===== config.mk =====
export PLATFORM = sky130hd
export DESIGN_NAME = ssp_port
export DESIGN_NICKNAME = d
export VERILOG_FILES = /design/src/hdl/ssp_pkg.sv /design/src/hdl/ssp_port.sv /design/src/hdl/ssp_rate_div.sv
export SDC_FILE = /design/constraint.sdc
export NUM_CORES = 1
export LEC_CHECK = 0
export BUFFER_PORTS_ARGS = -buffer_cell sky130_fd_sc_hd__buf_2
export CORE_ASPECT_RATIO = 2
export CORE_UTILIZATION = 30
export DETAILED_ROUTE_END_ITERATION = 8
export GPL_TIMING_DRIVEN = 0
export PLACE_DENSITY = 0.58
export SYNTH_ARGS = -nofsm -noshare
export SYNTH_HDL_FRONTEND = slang
export SYNTH_HIERARCHICAL = 1
export SYNTH_SLANG_ARGS = --single-unit

===== constraint.sdc =====
create_clock -name aclk -period 2.4 [get_ports aclk]
set_clock_uncertainty 0.15 [all_clocks]
set_input_delay 0.36 -clock aclk [delete_from_list [all_inputs] [get_ports aclk]]
set_output_delay 0.36 -clock aclk [all_outputs]
set_load 0.02 [all_outputs]

===== src/hdl/ssp_pkg.sv =====
// Shared constants and types for the simple serial shift port
// Overview of operation
// Interrupt raised when enabled, transfer done and CPU mask bit clear.
// In stop mode only slave requests pass; stop leaves flag and enable alone.
// Port enable connects port C pins; clearing resets port control logic.
// Shift order select set means LSB first, clear means MSB first.
// Controller select drives clock pin out and starts clocks on data write.
// Master clock is processor clock divided by 2, or by 16 when selected.
// Master mode data write starts one full-duplex byte transfer.
// Done flag sets on rising edge of the eighth serial clock.
// While done flag is set, any ninth clock is blocked.
// Status read with done set, then data access, clears done and collision.
// Data writes ignored while done flag set until status is read.
// Done flag is read-only; done and collision flags clear on reset.
// Data access during transfer sets collision; transfer continues, write dropped.
// Collision flag never raises an interrupt by itself.
// Collision leaves the shifting byte unchanged.
// With port disabled, data register is plain read/write storage.
// Enabled port uses pin 0 as data in, 1 as data out, 2 as clock.
// Direction bits do not steer pins when enabled; reads pick latch or pin.
// Output bit changes on falling clock edge, input sampled on rising.
// Each bit shifted out is replaced by the received bit.
// Control bits 7..4 and 0; status done bit 7, collision bit 6.
package ssp_pkg;

  localparam int unsigned ADDR_W   = 8;
  localparam int unsigned DATA_W   = 8;
  localparam int unsigned PC_W     = 3;
  localparam int unsigned FAST_DIV = 2;
  localparam int unsigned SLOW_DIV = 16;

  // Register indices; byte address is four times the index
  localparam logic [5:0] IDX_CTRL = 6'h0a;
  localparam logic [5:0] IDX_STAT = 6'h0b;
  localparam logic [5:0] IDX_DATA = 6'h0c;
  localparam logic [5:0] IDX_CPU  = 6'h0d;
  localparam logic [5:0] IDX_PORT = 6'h0e;
  localparam logic [5:0] IDX_DIR  = 6'h0f;

  localparam logic [7:0] CTRL_WMASK = 8'hf1;
  localparam logic [7:0] CPU_RST    = 8'h01;
  localparam logic [2:0] PIN_IDLE   = 3'h7;
  localparam logic [2:0] LAST_BIT   = 3'h7;
  localparam logic [1:0] RESP_OKAY  = 2'h0;
  localparam logic [1:0] RESP_ERR   = 2'h2;

  // Control register layout
  typedef struct packed {
    logic       irq_en;
    logic       enable;
    logic       lsb_first;
    logic       master;
    logic [2:0] rsvd;
    logic       rate_slow;
  } ssp_ctrl_t;

  // Status register layout
  typedef struct packed {
    logic       done;
    logic       collision;
    logic [5:0] rsvd;
  } ssp_stat_t;

  // CPU state register layout
  typedef struct packed {
    logic [5:0] rsvd;
    logic       stop;
    logic       irq_mask;
  } ssp_cpu_t;

endpackage


===== src/hdl/ssp_port.sv =====
// Serial shift port with AXI4-Lite registers and port C pin sharing
`timescale 1ns/1ps
`default_nettype none
module ssp_port (
  // Clock and reset
  input  wire logic                        aclk,
  input  wire logic                        aresetn,
  // AXI4-Lite write address
  input  wire logic [ssp_pkg::ADDR_W-1:0]  s_axi_awaddr,
  input  wire logic                        s_axi_awvalid,
  output logic                             s_axi_awready,
  // AXI4-Lite write data
  input  wire logic [31:0]                 s_axi_wdata,
  input  wire logic [3:0]                  s_axi_wstrb,
  input  wire logic                        s_axi_wvalid,
  output logic                             s_axi_wready,
  // AXI4-Lite write response
  output logic [1:0]                       s_axi_bresp,
  output logic                             s_axi_bvalid,
  input  wire logic                        s_axi_bready,
  // AXI4-Lite read address
  input  wire logic [ssp_pkg::ADDR_W-1:0]  s_axi_araddr,
  input  wire logic                        s_axi_arvalid,
  output logic                             s_axi_arready,
  // AXI4-Lite read data
  output logic [31:0]                      s_axi_rdata,
  output logic [1:0]                       s_axi_rresp,
  output logic                             s_axi_rvalid,
  input  wire logic                        s_axi_rready,
  // Port C pins 0..2
  input  wire logic [ssp_pkg::PC_W-1:0]    pc_in,
  output logic [ssp_pkg::PC_W-1:0]         pc_out,
  output logic [ssp_pkg::PC_W-1:0]         pc_oe,
  // Transfer interrupt request
  output logic                             transfer_irq
);

  // Register position of the n-th bit on the wire
  function automatic logic [2:0] bit_pos(input logic [2:0] n, input logic lsb);
    bit_pos = lsb ? n : ssp_pkg::LAST_BIT - n;
  endfunction

  function automatic logic [5:0] word_idx(input logic [ssp_pkg::ADDR_W-1:0] a);
    word_idx = a[7:2];
  endfunction

  // Registers
  ssp_pkg::ssp_ctrl_t          serial_control;
  logic [7:0]                  serial_data_shift;
  logic                        transfer_done_flag;
  logic                        collision_flag;
  ssp_pkg::ssp_cpu_t           cpu_state;
  logic [ssp_pkg::PC_W-1:0]    pc_latch;
  logic [ssp_pkg::PC_W-1:0]    port_c_direction;

  // Transfer state
  logic                        busy;
  logic [2:0]                  bit_cnt;
  logic                        sck_q;
  logic                        data_out_q;
  logic [2:0]                  rise_pipe;
  logic [2:0]                  rx_cnt;
  logic                        cap_e;
  logic                        armed;

  // Pin synchronisers
  logic [ssp_pkg::PC_W-1:0]    pc_meta;
  logic [ssp_pkg::PC_W-1:0]    pc_sync;
  logic                        sck_prev;

  // Bus holding state
  logic                        aw_got;
  logic                        w_got;
  logic [ssp_pkg::ADDR_W-1:0]  aw_addr_q;
  logic [7:0]                  w_data_q;
  logic                        w_lane0_q;

  // Combinational terms
  logic                        m_tick;
  logic                        master_on;
  logic                        slave_on;
  logic                        fall_e;
  logic                        rise_e;
  logic                        do_wr;
  logic                        rd_go;
  logic [5:0]                  wr_idx;
  logic [5:0]                  rd_idx;
  logic                        data_acc;
  logic                        data_wr;
  logic                        stat_rd;
  logic                        clear_seq;
  logic                        write_ok;
  logic                        start_m;
  logic                        done_set;
  ssp_pkg::ssp_stat_t          stat_view;
  logic [7:0]                  port_view;
  logic [31:0]                 next_rdata;
  logic [1:0]                  next_rresp;
  logic [1:0]                  next_bresp;
  logic [ssp_pkg::PC_W-1:0]    next_pc_out;
  logic [ssp_pkg::PC_W-1:0]    next_pc_oe;
  logic                        next_irq;

  ssp_rate_div u_div (
    .aclk    (aclk),
    .aresetn (aresetn),
    .run     (busy && master_on),
    .slow    (serial_control.rate_slow),
    .tick    (m_tick)
  );

  // Pin input synchronisers, clock pin idles high
  always_ff @(posedge aclk) begin
    if (!aresetn) begin
      pc_meta  <= ssp_pkg::PIN_IDLE;
      pc_sync  <= ssp_pkg::PIN_IDLE;
      sck_prev <= 1'b1;
    end else begin
      pc_meta  <= pc_in;
      pc_sync  <= pc_meta;
      sck_prev <= pc_sync[2];
    end
  end

  // Clock edge sources
  always_comb begin
    master_on = serial_control.enable && serial_control.master;
    slave_on  = serial_control.enable && !serial_control.master;
    fall_e    = !transfer_done_flag &&
                ((master_on && busy && m_tick && sck_q) ||
                 (slave_on && sck_prev && !pc_sync[2]));
    rise_e    = !transfer_done_flag &&
                ((master_on && busy && m_tick && !sck_q) ||
                 (slave_on && !sck_prev && pc_sync[2]));
    done_set  = rise_e && (bit_cnt == ssp_pkg::LAST_BIT);
    cap_e     = slave_on ? rise_e : rise_pipe[2];
  end

  // Bus access decode
  always_comb begin
    do_wr     = aw_got && w_got && !s_axi_bvalid;
    rd_go     = s_axi_arvalid && s_axi_arready;
    wr_idx    = word_idx(aw_addr_q);
    rd_idx    = word_idx(s_axi_araddr);
    data_wr   = do_wr && (wr_idx == ssp_pkg::IDX_DATA);
    data_acc  = data_wr || (rd_go && (rd_idx == ssp_pkg::IDX_DATA));
    stat_rd   = rd_go && (rd_idx == ssp_pkg::IDX_STAT);
    clear_seq = armed && transfer_done_flag && data_acc;
    write_ok  = data_wr && w_lane0_q &&
                (!serial_control.enable ||
                 (!busy &&
                  !(transfer_done_flag && !armed)));
    start_m   = write_ok && master_on;
  end

  // Control register
  always_ff @(posedge aclk) begin
    if (!aresetn) begin
      serial_control <= '0;
    end else if (do_wr && w_lane0_q && wr_idx == ssp_pkg::IDX_CTRL) begin
      serial_control <= w_data_q & ssp_pkg::CTRL_WMASK;
    end
  end

  // CPU mask and stop state
  always_ff @(posedge aclk) begin
    if (!aresetn) begin
      cpu_state <= ssp_pkg::CPU_RST;
    end else if (do_wr && w_lane0_q && wr_idx == ssp_pkg::IDX_CPU) begin
      cpu_state <= {6'h00, w_data_q[1:0]};
    end
  end

  // Port C latch and direction
  always_ff @(posedge aclk) begin
    if (!aresetn) begin
      pc_latch         <= '0;
      port_c_direction <= '0;
    end else if (do_wr && w_lane0_q) begin
      if (wr_idx == ssp_pkg::IDX_PORT) begin
        pc_latch <= w_data_q[ssp_pkg::PC_W-1:0];
      end
      if (wr_idx == ssp_pkg::IDX_DIR) begin
        port_c_direction <= w_data_q[ssp_pkg::PC_W-1:0];
      end
    end
  end

  // Transfer done flag, set wins over clear
  always_ff @(posedge aclk) begin
    if (!aresetn) begin
      transfer_done_flag <= 1'b0;
    end else if (done_set) begin
      transfer_done_flag <= 1'b1;
    end else if (clear_seq) begin
      transfer_done_flag <= 1'b0;
    end
  end

  // Collision flag, never feeds the interrupt
  always_ff @(posedge aclk) begin
    if (!aresetn) begin
      collision_flag <= 1'b0;
    end else if (serial_control.enable && busy && data_acc) begin
      collision_flag <= 1'b1;
    end else if (clear_seq) begin
      collision_flag <= 1'b0;
    end
  end

  // First step of the clearing sequence
  always_ff @(posedge aclk) begin
    if (!aresetn || !serial_control.enable) begin
      armed <= 1'b0;
    end else if (stat_rd && transfer_done_flag) begin
      armed <= 1'b1;
    end else if (data_acc || !transfer_done_flag) begin
      armed <= 1'b0;
    end
  end

  // Bit counter, busy and generated clock
  always_ff @(posedge aclk) begin
    if (!aresetn || !serial_control.enable) begin
      busy    <= 1'b0;
      bit_cnt <= 3'h0;
      sck_q   <= 1'b1;
    end else begin
      if (start_m) begin
        busy    <= 1'b1;
        bit_cnt <= 3'h0;
      end else if (rise_e) begin
        bit_cnt <= bit_cnt + 3'h1;
        busy    <= (bit_cnt != ssp_pkg::LAST_BIT);
      end else if (fall_e) begin
        busy <= 1'b1;
      end
      if (master_on && busy && m_tick && !transfer_done_flag) begin
        sck_q <= !sck_q;
      end else if (!master_on) begin
        sck_q <= 1'b1;
      end
    end
  end

  // Master samples wait out the pin round trip; each lands in its bit's place
  always_ff @(posedge aclk) begin
    if (!aresetn || !serial_control.enable) begin
      rise_pipe <= 3'h0;
      rx_cnt    <= 3'h0;
    end else begin
      rise_pipe <= {rise_pipe[1:0], rise_e && master_on};
      if (start_m) begin
        rx_cnt <= 3'h0;
      end else if (cap_e) begin
        rx_cnt <= rx_cnt + 3'h1;
      end
    end
  end

  // Shift register and data storage
  always_ff @(posedge aclk) begin
    if (!aresetn) begin
      serial_data_shift <= 8'h00;
    end else if (write_ok) begin
      serial_data_shift <= w_data_q;
    end else if (cap_e) begin
      serial_data_shift[bit_pos(rx_cnt, serial_control.lsb_first)] <=
        pc_sync[0];
    end
  end

  // Data out changes on falling clock edge
  always_ff @(posedge aclk) begin
    if (!aresetn || !serial_control.enable) begin
      data_out_q <= 1'b1;
    end else if (fall_e) begin
      data_out_q <= serial_data_shift[bit_pos(bit_cnt, serial_control.lsb_first)];
    end
  end

  // Pin drive and interrupt
  always_comb begin
    if (serial_control.enable) begin
      next_pc_out = {sck_q, data_out_q, pc_latch[0]};
      next_pc_oe  = {serial_control.master, 1'b1, 1'b0};
    end else begin
      next_pc_out = pc_latch;
      next_pc_oe  = port_c_direction;
    end
    next_irq = serial_control.irq_en && transfer_done_flag &&
               !cpu_state.irq_mask &&
               !(cpu_state.stop && serial_control.master);
  end

  always_ff @(posedge aclk) begin
    if (!aresetn) begin
      pc_out       <= '0;
      pc_oe        <= '0;
      transfer_irq <= 1'b0;
    end else begin
      pc_out       <= next_pc_out;
      pc_oe        <= next_pc_oe;
      transfer_irq <= next_irq;
    end
  end

  // Read view
  always_comb begin
    stat_view           = '0;
    stat_view.done      = transfer_done_flag;
    stat_view.collision = collision_flag;
    port_view           = 8'h00;
    for (int i = 0; i < ssp_pkg::PC_W; i++) begin
      port_view[i] = port_c_direction[i] ? pc_latch[i] : pc_sync[i];
    end
    next_rresp = ssp_pkg::RESP_OKAY;
    unique case (rd_idx)
      ssp_pkg::IDX_CTRL: next_rdata = {24'h00_0000, serial_control};
      ssp_pkg::IDX_STAT: next_rdata = {24'h00_0000, stat_view};
      ssp_pkg::IDX_DATA: next_rdata = {24'h00_0000, serial_data_shift};
      ssp_pkg::IDX_CPU:  next_rdata = {24'h00_0000, cpu_state};
      ssp_pkg::IDX_PORT: next_rdata = {24'h00_0000, port_view};
      ssp_pkg::IDX_DIR:  next_rdata = {29'h0000_0000, port_c_direction};
      default: begin
        next_rdata = 32'h0000_0000;
        next_rresp = ssp_pkg::RESP_ERR;
      end
    endcase
    unique case (wr_idx)
      ssp_pkg::IDX_CTRL, ssp_pkg::IDX_STAT, ssp_pkg::IDX_DATA,
      ssp_pkg::IDX_CPU, ssp_pkg::IDX_PORT, ssp_pkg::IDX_DIR: begin
        next_bresp = ssp_pkg::RESP_OKAY;
      end
      default: next_bresp = ssp_pkg::RESP_ERR;
    endcase
  end

  // Write address channel
  always_ff @(posedge aclk) begin
    if (!aresetn) begin
      s_axi_awready <= 1'b0;
      aw_got        <= 1'b0;
      aw_addr_q     <= '0;
    end else begin
      s_axi_awready <= s_axi_awvalid && !s_axi_awready && !aw_got &&
                       !s_axi_bvalid;
      if (s_axi_awvalid && s_axi_awready) begin
        aw_got    <= 1'b1;
        aw_addr_q <= s_axi_awaddr;
      end else if (do_wr) begin
        aw_got <= 1'b0;
      end
    end
  end

  // Write data channel
  always_ff @(posedge aclk) begin
    if (!aresetn) begin
      s_axi_wready <= 1'b0;
      w_got        <= 1'b0;
      w_data_q     <= 8'h00;
      w_lane0_q    <= 1'b0;
    end else begin
      s_axi_wready <= s_axi_wvalid && !s_axi_wready && !w_got &&
                      !s_axi_bvalid;
      if (s_axi_wvalid && s_axi_wready) begin
        w_got     <= 1'b1;
        w_data_q  <= s_axi_wdata[7:0];
        w_lane0_q <= s_axi_wstrb[0];
      end else if (do_wr) begin
        w_got <= 1'b0;
      end
    end
  end

  // Write response channel
  always_ff @(posedge aclk) begin
    if (!aresetn) begin
      s_axi_bvalid <= 1'b0;
      s_axi_bresp  <= ssp_pkg::RESP_OKAY;
    end else if (do_wr) begin
      s_axi_bvalid <= 1'b1;
      s_axi_bresp  <= next_bresp;
    end else if (s_axi_bready) begin
      s_axi_bvalid <= 1'b0;
    end
  end

  // Read channels
  always_ff @(posedge aclk) begin
    if (!aresetn) begin
      s_axi_arready <= 1'b0;
      s_axi_rvalid  <= 1'b0;
      s_axi_rdata   <= 32'h0000_0000;
      s_axi_rresp   <= ssp_pkg::RESP_OKAY;
    end else begin
      s_axi_arready <= s_axi_arvalid && !s_axi_arready && !s_axi_rvalid;
      if (rd_go) begin
        s_axi_rvalid <= 1'b1;
        s_axi_rdata  <= next_rdata;
        s_axi_rresp  <= next_rresp;
      end else if (s_axi_rready) begin
        s_axi_rvalid <= 1'b0;
      end
    end
  end

endmodule
`default_nettype wire


===== src/hdl/ssp_rate_div.sv =====
// Bit clock half-period tick generator
`timescale 1ns/1ps
`default_nettype none
module ssp_rate_div #(
  parameter int unsigned FAST_HALF = ssp_pkg::FAST_DIV / 2,
  parameter int unsigned SLOW_HALF = ssp_pkg::SLOW_DIV / 2
) (
  // Clock and reset
  input  wire logic aclk,
  input  wire logic aresetn,
  // Control
  input  wire logic run,
  input  wire logic slow,
  // Half-period pulse
  output logic      tick
);

  if (FAST_HALF < 1 || SLOW_HALF < 1 || SLOW_HALF > 255) begin : g_chk
    $error("ssp_rate_div: half periods must be 1 to 255");
  end

  logic [7:0] cnt;
  logic [7:0] half_m1;

  always_comb begin
    half_m1 = slow ? 8'(SLOW_HALF - 1) : 8'(FAST_HALF - 1);
  end

  always_ff @(posedge aclk) begin
    if (!aresetn || !run) begin
      cnt  <= 8'h00;
      tick <= 1'b0;
    end else if (cnt == half_m1) begin
      cnt  <= 8'h00;
      tick <= 1'b1;
    end else begin
      cnt  <= cnt + 8'h01;
      tick <= 1'b0;
    end
  end

endmodule
`default_nettype wire

==> Yosys cells after proc, flatten, opt, wreduce, memory -nomap -nowiden <==
Index checks and enable logic that the tools add are counted.
{ "classes": {"eq_ne": 16, "n_bitwise": 1, "n_mux": 37, "n_reduce_logical": 92, "n_lt_le_gt_ge": 3, "addsub": 5} }
{ "op_table": {"columns": ["operator", "n"], "rows": [
  ["6-bit by 4-bit == test with 1-bit output, second input constant", 12],
  ["1-bit logical AND", 49],
  ["8-bit case mux with 6 select lines", 1],
  ["1-bit two-way mux", 24],
  ["1-bit zero test", 20],
  ["8-bit two-way mux", 2],
  ["2-bit nonzero test", 8],
  ["3-bit two-way mux", 5],
  ["6-bit OR reduction", 2],
  ["8-bit by 1-bit adder with 8-bit output, second input constant", 1],
  ["8-bit bitwise mux", 1],
  ["8-bit == test", 1],
  ["3-bit by 4-bit < comparator with 1-bit output, second input constant", 2],
  ["1-bit logical OR", 7],
  ["3-bit by 1-bit adder with 3-bit output, second input constant", 2],
  ["2-bit OR reduction", 3],
  ["3-bit subtractor, first input constant", 2],
  ["2-bit two-way mux", 2],
  ["2-bit AND reduction", 2],
  ["1-bit binary-select mux with 3-bit select", 1],
  ["1-bit demux with 3-bit select", 1],
  ["3-bit == test, second input constant", 1],
  ["3-bit by 1-bit greater-or-equal comparator with 1-bit output, second input constant", 1],
  ["3-bit != test, second input constant", 1],
  ["3 further kinds", 3]
]} }
{ "word_totals": {"regBits": 119, "input_bits": 62, "output_inout_bits": 48, "word_cells": 195} }

==> Logic depth before layout (Yosys ltp) <==
Gate-level depths: netlist of run 1.
{ "depth": {"word_depth": 9, "ltp_mapped": 6, "ltp_nobuf": 6} }

==> By module <==
The synthesis of run 1 kept the hierarchy.
{ "modules_own_cells": {"columns": ["mod", "n_inst", "seq_area_each_um2", "area_per_inst_um2", "cells_per_inst"], "rows": [
  ["ssp_port", 1, 1641.6, 4088.9, 453],
  ["ssp_rate_div", 1, 180.2, 407.9, 41]
]} }

==> Worst setup path after synthesis of run 1 <==
No wires, ideal clock.
{ "synth_timing": {"kind": "reg2reg", "start": "register s_axi_bvalid", "end": "register serial_data_shift[0]", "required_ns": 2.128, "arrival_time_ns": 1.595, "synth_period_minus_slack_ns": 1.867, "n_path_buf": 2, "setup_ns": 0.122, "path_slack_ns": 0.533, "path_stages_with_launch": 7, "cell_sequence": "dfxtp_1 and3b_1 buf_4 nand4_4 buf_6 or4_1 o311a_1"} }
{ "synth_between": {"elab_chain_cells": 6, "elab_cells_between_ends": 7, "classes_between": "1 x mux; 6 x reduce/logical"} }
{ "synth_lines": {"columns": ["item", "line", "source"], "rows": [
  ["start: declaration", "ssp_port.sv:19", "output logic s_axi_bvalid,"],
  ["start signal: assignment", "ssp_port.sv:380", "s_axi_bvalid <= 1'b0;"],
  ["start signal: assignment", "ssp_port.sv:383", "s_axi_bvalid <= 1'b1;"],
  ["start signal: assignment", "ssp_port.sv:386", "s_axi_bvalid <= 1'b0;"],
  ["1-bit zero test (*)", "ssp_port.sv:141", "do_wr = aw_got && w_got && !s_axi_bvalid;"],
  ["1-bit logical AND (*)", "ssp_port.sv:141", null],
  ["1-bit logical AND (*)", "ssp_port.sv:145", "data_wr = do_wr && (wr_idx == ssp_pkg::IDX_DATA);"],
  ["1-bit logical AND (*) (2 in series)", "ssp_port.sv:149", "write_ok = data_wr && w_lane0_q &&"],
  ["8-bit two-way mux / 2-bit nonzero test (equally long branches)", null, null],
  ["end signal: assignment", "ssp_port.sv:266", "serial_data_shift <= w_data_q;"],
  ["end signal: indexed assignment", "ssp_port.sv:268", "serial_data_shift[bit_pos(rx_cnt, serial_control.lsb_first)] <="],
  ["end: declaration", "ssp_port.sv:49", "logic [7:0] serial_data_shift;"]
]} }
Mark *: on every way between the ends. The rest lies on a longest branch, timed or not.
A chain may end at the register's enable or synchronous reset.

==> Final worst setup path of run 1 <==
{ "layout_timing": {"start": "register s_axi_bvalid", "end": "register serial_control[7] (netlist bit)"} }
{ "layout_between": {"elab_chain_cells": 4} }
{ "layout_lines": {"columns": ["item", "line", "source"], "rows": [
  ["1-bit zero test", "ssp_port.sv:141", null],
  ["1-bit logical AND", "ssp_port.sv:141", null],
  ["1-bit logical AND (2 in series)", "ssp_port.sv:160", "end else if (do_wr && w_lane0_q && wr_idx == ssp_pkg::IDX_CTRL) begin"],
  ["end signal: assignment", "ssp_port.sv:161", "serial_control <= w_data_q & ssp_pkg::CTRL_WMASK;"],
  ["end: declaration", "ssp_port.sv:48", "ssp_pkg::ssp_ctrl_t serial_control;"]
]} }
No other way between the ends.

==> flow_summary.json, run 1 <==
{
  "drtAntennaViolNets": 0,
  "yosysUniqueCellTypes": 62,
  "r2r_slack_ns": 0.36,
  "synth_edf_count": 0,
  "slowest_stage": "nor4_2",
  "grt_pass1_vias": 3838,
  "rows": 63,
  "drive_gt1_frac": 0.197,
  "switching_share": 0.240,
  "fmax_ghz": 0.490,
  "coreArea_um2": 14700,
  "clkTransAtPathRegs_ns": 0.06,
  "worstSetupPathType": "reg2reg",
  "path_cells": "and3b_1, buf_4, nand3_1, nor4_2, mux2i_1",
  "slowest_delay_ns": 0.71,
  "setup_tns_ns": 0,
  "hold_path_end": "pc_meta[0]$_SDFF_PN1_",
  "postCtsSetupBuffers": 0,
  "ioPinCount": 110,
  "wirelength_mm": 12.7,
  "antenna_cells": 0,
  "seqPwrFrac": 0.486,
  "place.gp.congestion": 0.940,
  "grt_pass1_wl_mm": 20.2,
  "port_buffers": 50,
  "cts_max_path_buffers": 2,
  "finalHoldViolations": 0,
  "r2r_end": "serial_control[7]$_SDFFE_PN0P_",
  "grt.total_usage": 0.178,
  "postCtsHoldBufs": 0,
  "max_slew_margin": 0.387,
  "instances_no_fill": 779,
  "synthTopCellsByArea": "dfxtp_1, nand2_1, buf_4",
  "drcViolationCount": 0,
  "ys.warnings.count": 6,
  "via_count": 3801,
  "synth.cell_area_um2": 4500,
  "h-tree-depth": 3,
  "rsz0062_at_grt": "false",
  "fin_crit_ns": 2.04,
  "critPathCaptureType": "register",
  "cp-startpoint": "s_axi_bvalid$_SDFFE_PN0P_",
  "nNetsFinal": 646,
  "worstPathRequired_ns": 2.53,
  "worstPathArrival_ns": 2.17,
  "status": "completed",
  "place_area_um2": 5080,
  "numPlacedInstances": 764,
  "p_int_mw": 2.42,
  "initial_core_util": 0.305,
  "drtIter0Drc": 118,
  "yosys.area.top_type": "dfxtp_1",
  "finalSetupViolCount": 0,
  "ir_drop_mv": 0.474,
  "syn_inst": 494,
  "final-max-slew-violation-count": 0,
  "comb_power_share": 0.067,
  "crit_path_start_kind": "register",
  "p_leak_nw": 2.07,
  "ys_ff_latch": 91,
  "insertion_delay_ns": 0.35,
  "die_y_um": 175,
  "crit_path_max_fanout": 7,
  "fin_crit_sh": 0.850,
  "ys.flop_type": "dfxtp_1",
  "synth.top_cell.area_share": 0.405,
  "detail_route.first_pass.iterations": 4,
  "syn-mean-instance-area_um2": 9.10,
  "rr_startpoint": "s_axi_bvalid$_SDFFE_PN0P_",
  "whs_path_depth": 2,
  "syn_to_final_growth_pct": 19.5,
  "cts_root_buffer": "clkbuf_16",
  "overflow": 0,
  "antenna_found_initial": 0,
  "detailed_place_hpwl_mm": 10.3,
  "stdcell_area_um2": 5380,
  "cts_resized": 0,
  "fillCellCount": 1510,
  "synth-seq-area-share": 0.405,
  "cts_num_sinks": 91,
  "dieArea_um2": 15500,
  "grt_max_degree": 16,
  "wl_per_cell_um": 16.3,
  "cts_buffers": 9,
  "tightest_slew_ns": 0.912,
  "maxCapViolCount": 0,
  "yosysMostFrequentCell": "dfxtp_1",
  "min_from": "pc_in[0]",
  "drt-vias-per-instance": 4.88,
  "rr_worst_depth": 5,
  "p_sw_uw": 764,
  "synthArstFlopShare": 0,
  "power_density_nw_per_um2": 592,
  "hp-class": "in2reg",
  "power_frac_clock": 0.447,
  "cts_tree": "built",
  "yosys-top-cells-count": "dfxtp_1, nand2_1, buf_4",
  "chipWidth_um": 88.6
}
## layout make-up
cell class                      instances  area (um2)  area share
Multi-Input combinational cell        367        2420       0.449
Sequential cell                        91        1820       0.339
Buffer                                 51         315      0.0587
Timing Repair Buffer                   50         250      0.0466
Tap cell                              195         244      0.0454
Clock buffer                            9         225      0.0419
Clock inverter                          6        65.1      0.0121
Inverter                               10        37.5     0.00698
## cells in the final DEF (no fill, tap or decap), types with 3 or more instances in the layout
cell type and instances:
o311a_1 7, nor3b_1 12, nor2_1 12, clkinv_2 3
nand2b_1 11, dfxtp_1 91, conb_1 26, ha_1 4
mux4_2 3, and2_1 10, a22oi_1 11, o21ai_0 16
mux2i_1 17, nor2b_1 20, a21boi_0 21, buf_4 28
a21oi_1 12, or4_1 8, buf_2 53, and3b_1 3
inv_1 10, a211oi_1 5, clkbuf_16 9, nand2_1 63
o21a_1 15, mux2_2 4, nand4_1 3, nand3_1 22
nor3_1 8, or3_1 6, clkbuf_1 17, and3_1 4
## registers in the layout, summed over array words and instances, names as in the netlist, 5 cells and up
signal / count
aw_addr_q: 6
u_div/cnt: 8
serial_control: 5
s_axi_rdata: 8
w_data_q: 8
serial_data_shift: 8
## cells by family after synthesis
family                     after synthesis  share of synthesized area
xor gates and xnor gates                 4                    0.00779
DFF                                     91                      0.405
other                                    1                   0.000834
adders and majority gates                4                     0.0111
buffers and inverters                   61                     0.0785
and+or+nand+nor                        199                      0.252
AOI/OAI and AO/OA                      110                      0.182
muxes                                   24                     0.0629
## worst max-delay path, delay by kind of cell (launching register included)
kind	cells	cell delay, ns
multiplexers	1	0.26
buffers and inverters	1	0.15
flip-flops	1	0.35
AND/OR/NAND/NOR	3	1.05
## how the worst max path moves through the flow
stage                                                    to  slack (ns)  cells after the start
final                        serial_control[7]$_SDFFE_PN0P_        0.36                      5
after global routing         serial_control[4]$_SDFFE_PN0P_        0.27                      5
after CTS                    serial_control[7]$_SDFFE_PN0P_        0.35                      5
after detailed placement  serial_data_shift[0]$_SDFFE_PN0P_        0.21                      4
after global placement          s_axi_rdata[0]$_SDFFE_PN0N_        0.22                      6
after floorplan           serial_data_shift[0]$_SDFFE_PN0P_        0.53                      6
## metal layers
metal  part of all wire  vias up  track usage
met1               0.34     1767        0.167
li1                   -     1897            -
met3              0.027       39       0.0250
met4              0.085        0        0.151
met5                  0        -            0
met2               0.54       98        0.323
## metrics by stage
| step | setup slack [ns] | power [mW] | hold slack, ns | utilization |
|---|---|---|---|---|
| after floorplan | 0.533 | 1.72 | 0.236 | - |
| after detailed placement | 0.208 | 1.80 | 0.245 | 0.345 |
| after CTS | 0.345 | 3.22 | 0.0402 | 0.365 |
| final | 0.361 | 3.18 | 0.0479 | 0.365 |
| after global placement | 0.222 | 1.79 | 0.246 | 0.345 |
| after global routing | 0.273 | 3.29 | 0.0481 | 0.365 |
## power groups by stage
stage / logic [mW] / clock network [mW] / registers (mW)
global placement: 0.211 / 0 / 1.58
finish: 0.213 / 1.42 / 1.55
detailed placement: 0.214 / 0 / 1.58
floorplan: 0.139 / 0 / 1.58
global route: 0.233 / 1.50 / 1.55
CTS: 0.215 / 1.45 / 1.55
Power figures use the tool's default switching activity.
==> run 2: changes to the inputs <==
--- a/config.mk
+++ b/config.mk
@@ -5,12 +5,13 @@
 export SDC_FILE = /design/constraint.sdc
 export NUM_CORES = 1
 export LEC_CHECK = 0
+export ABC_AREA = 1
 export BUFFER_PORTS_ARGS = -buffer_cell sky130_fd_sc_hd__buf_2
 export CORE_ASPECT_RATIO = 2
 export CORE_UTILIZATION = 30
 export DETAILED_ROUTE_END_ITERATION = 8
 export GPL_TIMING_DRIVEN = 0
-export PLACE_DENSITY = 0.58
+export PLACE_DENSITY = 0.6
 export SYNTH_ARGS = -nofsm -noshare
 export SYNTH_HDL_FRONTEND = slang
 export SYNTH_HIERARCHICAL = 1
==> constraint.sdc (replaced) <==
create_clock -name aclk -period 1.82 [get_ports aclk]
set_clock_uncertainty 0.15 [all_clocks]
set_input_delay 0.273 -clock aclk [delete_from_list [all_inputs] [get_ports aclk]]
set_output_delay 0.273 -clock aclk [all_outputs]
set_load 0.02 [all_outputs]
==> flow_summary.json, run 2 <==
{
  "coreArea_um2": 14400,
  "synth.cell_area_um2": 4380,
  "worstPathArrival_ns": 1.76,
  "fin_crit_ns": 1.68,
  "synth-seq-area-share": 0.416,
  "ys_ff_latch": 91,
  "critPathCaptureType": "register",
  "critPathTopFamily": "compound AO/OA/AOI/OAI gates",
  "dieArea_um2": 15100,
  "detailed_place_hpwl_mm": 9.20,
  "finalHoldViolations": 0,
  "rsz0062_at_grt": "false",
  "grt_pass1_vias": 3981,
  "syn-mean-instance-area_um2": 7.23,
  "synthArstFlopShare": 0,
  "chipWidth_um": 87.5,
  "syn_inst": 606,
  "seqPwrFrac": 0.494,
  "finalSetupViolCount": 0,
  "mostFrequentLayoutCell": "nand2_1",
  "cts_num_sinks": 91,
  "p_int_mw": 3.14,
  "ys.flop_type": "dfxtp_1",
  "antenna_found_initial": 0,
  "port_buffers": 52,
  "synth.top_cell.area_share": 0.416,
  "setup_tns_ns": 0,
  "path_cells": "nand2_1, nand2_1, a21oi_1, nand2_2, clkbuf_4, o21ai_1, a21oi_2",
  "path_buf_inv": 1,
  "final_cell_mix": "nand2_1, dfxtp_1, inv_1",
  "via_count": 4013,
  "p_sw_mw": 1.01,
  "cts_tree": "built",
  "drtIter0Drc": 176,
  "drtAntennaViolNets": 0,
  "final-max-slew-violation-count": 0,
  "overflow": 0,
  "max_slew_margin": 0.591,
  "yosysMostFrequentCell": "nand2_1",
  "die_y_um": 173,
  "nNetsFinal": 764,
  "grt.total_usage": 0.164,
  "detail_route.first_pass.iterations": 4,
  "use_met2": 0.314,
  "h-tree-depth": 3,
  "gr-usage-met3": 0.0239,
  "ys.warnings.count": 6,
  "maxCapViolCount": 0,
  "synthTopCellsByArea": "dfxtp_1, nand2_1, inv_1",
  "antenna_cells": 0,
  "hp-class": "in2reg",
  "comb_power_share": 0.071,
  "initial_core_util": 0.305,
  "crit_path_start_kind": "register",
  "ir_drop_mv": 0.455,
  "tightest_slew_ns": 0.614,
  "drive_gt1_frac": 0.205,
  "wl_per_cell_um": 12.8,
  "crit_path_max_fanout": 10,
  "wirelength_mm": 11.5,
  "insertion_delay_ns": 0.34,
  "synth_edf_count": 0,
  "clkTransAtPathRegs_ns": 0.07,
  "yosysUniqueCellTypes": 40,
  "yosys.area.top_type": "dfxtp_1",
  "timing.critical_path.mode_cell": "nand2_1",
  "syn_to_final_growth_pct": 21.1,
  "cts_max_path_buffers": 2,
  "power_frac_clock": 0.435,
  "switching_share": 0.243,
  "fmax_ghz": 0.595,
  "drt-vias-per-instance": 4.49,
  "fin_crit_sh": 0.923,
  "cts_root_buffer": "clkbuf_16",
  "ioPinCount": 110,
  "rows": 62,
  "final_core_util": 0.370,
  "p_leak_nw": 2.40,
  "slowest_delay_ns": 0.39,
  "grt_util_met1": 0.146,
  "yosys-top-cells-count": "nand2_1, dfxtp_1, inv_1",
  "place.gp.congestion": 0.891,
  "slowest_stage": "dfxtp_1",
  "grt_pass1_wl_mm": 18.8,
  "grt_max_degree": 16,
  "status": "completed",
  "worstSetupPathType": "reg2reg",
  "power_density_nw_per_um2": 780,
  "worstPathRequired_ns": 1.90,
  "cts_buffers": 9,
  "drcViolationCount": 0,
  "top_usage_layer": "met2"
}
## run 2: cell count changes in the layout (fill, tap and decap cells not counted), moves of 11 or more
cell / previous run / this run
a21boi_0: 21 / 0
a21oi_1: 12 / 46
a22oi_1: 11 / 0
inv_1: 10 / 68
mux2i_1: 17 / 0
nand2_1: 63 / 127
nand2b_1: 11 / 0
nand3_1: 22 / 48
nor2_1: 12 / 62
nor2_2: 0 / 12
nor2b_1: 20 / 0
nor3b_1: 12 / 0
o21a_1: 15 / 0
o21ai_0: 16 / 40
## run 2: cells by family after synthesis
logic type | Yosys count | share of synthesized area
xor gates and xnor gates | 10 | 0.0243
and+or+nand+nor | 282 | 0.298
other | 1 | 0.000855
adders and majority gates | 4 | 0.0114
AOI/OAI and AO/OA | 101 | 0.123
buffers and inverters | 117 | 0.127
DFF | 91 | 0.416
## run 2: through the flow
step / total power [mW] / cells / hold slack [ns] / setup WS [ns] / cell area, um2
2_1_floorplan: 2.29 / 631 / 0.230 / 0.312 / 4480
3_3_place_gp: 2.38 / 875 / 0.248 / 0.0549 / 4980
3_5_place_dp: 2.38 / 875 / 0.250 / 0.0847 / 4980
4_1_cts: 4.19 / 893 / 0.00682 / 0.0787 / 5300
5_1_grt: 4.30 / 894 / 0.0285 / 0.0188 / 5310
6_report: 4.14 / 894 / 0.0137 / 0.140 / 5310
## run 2: final cells by class
class                           instances  area [um2]
Timing Repair Buffer                   56         298
Sequential cell                        91        1820
Clock buffer                           11         253
Inverter                               75         284
Buffer                                 42         275
Multi-Input combinational cell        423        2100
Clock inverter                          4        33.8
Fill cell                            1546        9040
Tap cell                              192         240
## run 2: final timing paths
| check | slack, ns | cells past startpoint | startpoint | endpoint |
|---|---|---|---|---|
| worst max register to register | 0.14 | 7 | transfer_done_flag$_SDFFE_PN0P_ | serial_data_shift[7]$_SDFFE_PN0P_ |
| worst min-delay path | 0.01 | 3 | s_axi_arvalid | s_axi_arready$_SDFF_PN0_ |
| worst max-delay path | 0.14 | 7 | transfer_done_flag$_SDFFE_PN0P_ | serial_data_shift[7]$_SDFFE_PN0P_ |
| worst min register to register | 0.26 | 2 | rise_pipe[0]$_SDFF_PP0_ | rise_pipe[1]$_SDFF_PP0_ |
## run 2: power by group through the flow
stage | sequential (mW) | combinational [mW] | clock, mW
global placement | 2.09 | 0.289 | 0
global route | 2.05 | 0.330 | 1.92
detailed placement | 2.09 | 0.290 | 0
floorplan | 2.09 | 0.196 | 0
finish | 2.05 | 0.294 | 1.80
CTS | 2.05 | 0.295 | 1.85
## run 2: tightest hold or removal path, stage by stage
cell and delay [ns]:
buf_2 0.10, nand2_1 0.05, nor3_1 0.04
## run 2: layer usage
| metal | up-vias | part of all wire |
|---|---|---|
| met2 | 105 | 0.56 |
| met5 | - | 0 |
| met4 | 0 | 0.066 |
| met3 | 35 | 0.032 |
| met1 | 1802 | 0.34 |
| li1 | 2071 | - |
## run 2: repair_timing
item	CTS	global route
hold buffers	3	0
buffers inserted	0	1
gates resized for setup	0	2
setup endpoints to repair	0	4
endpoints found under the hold margin	3	0
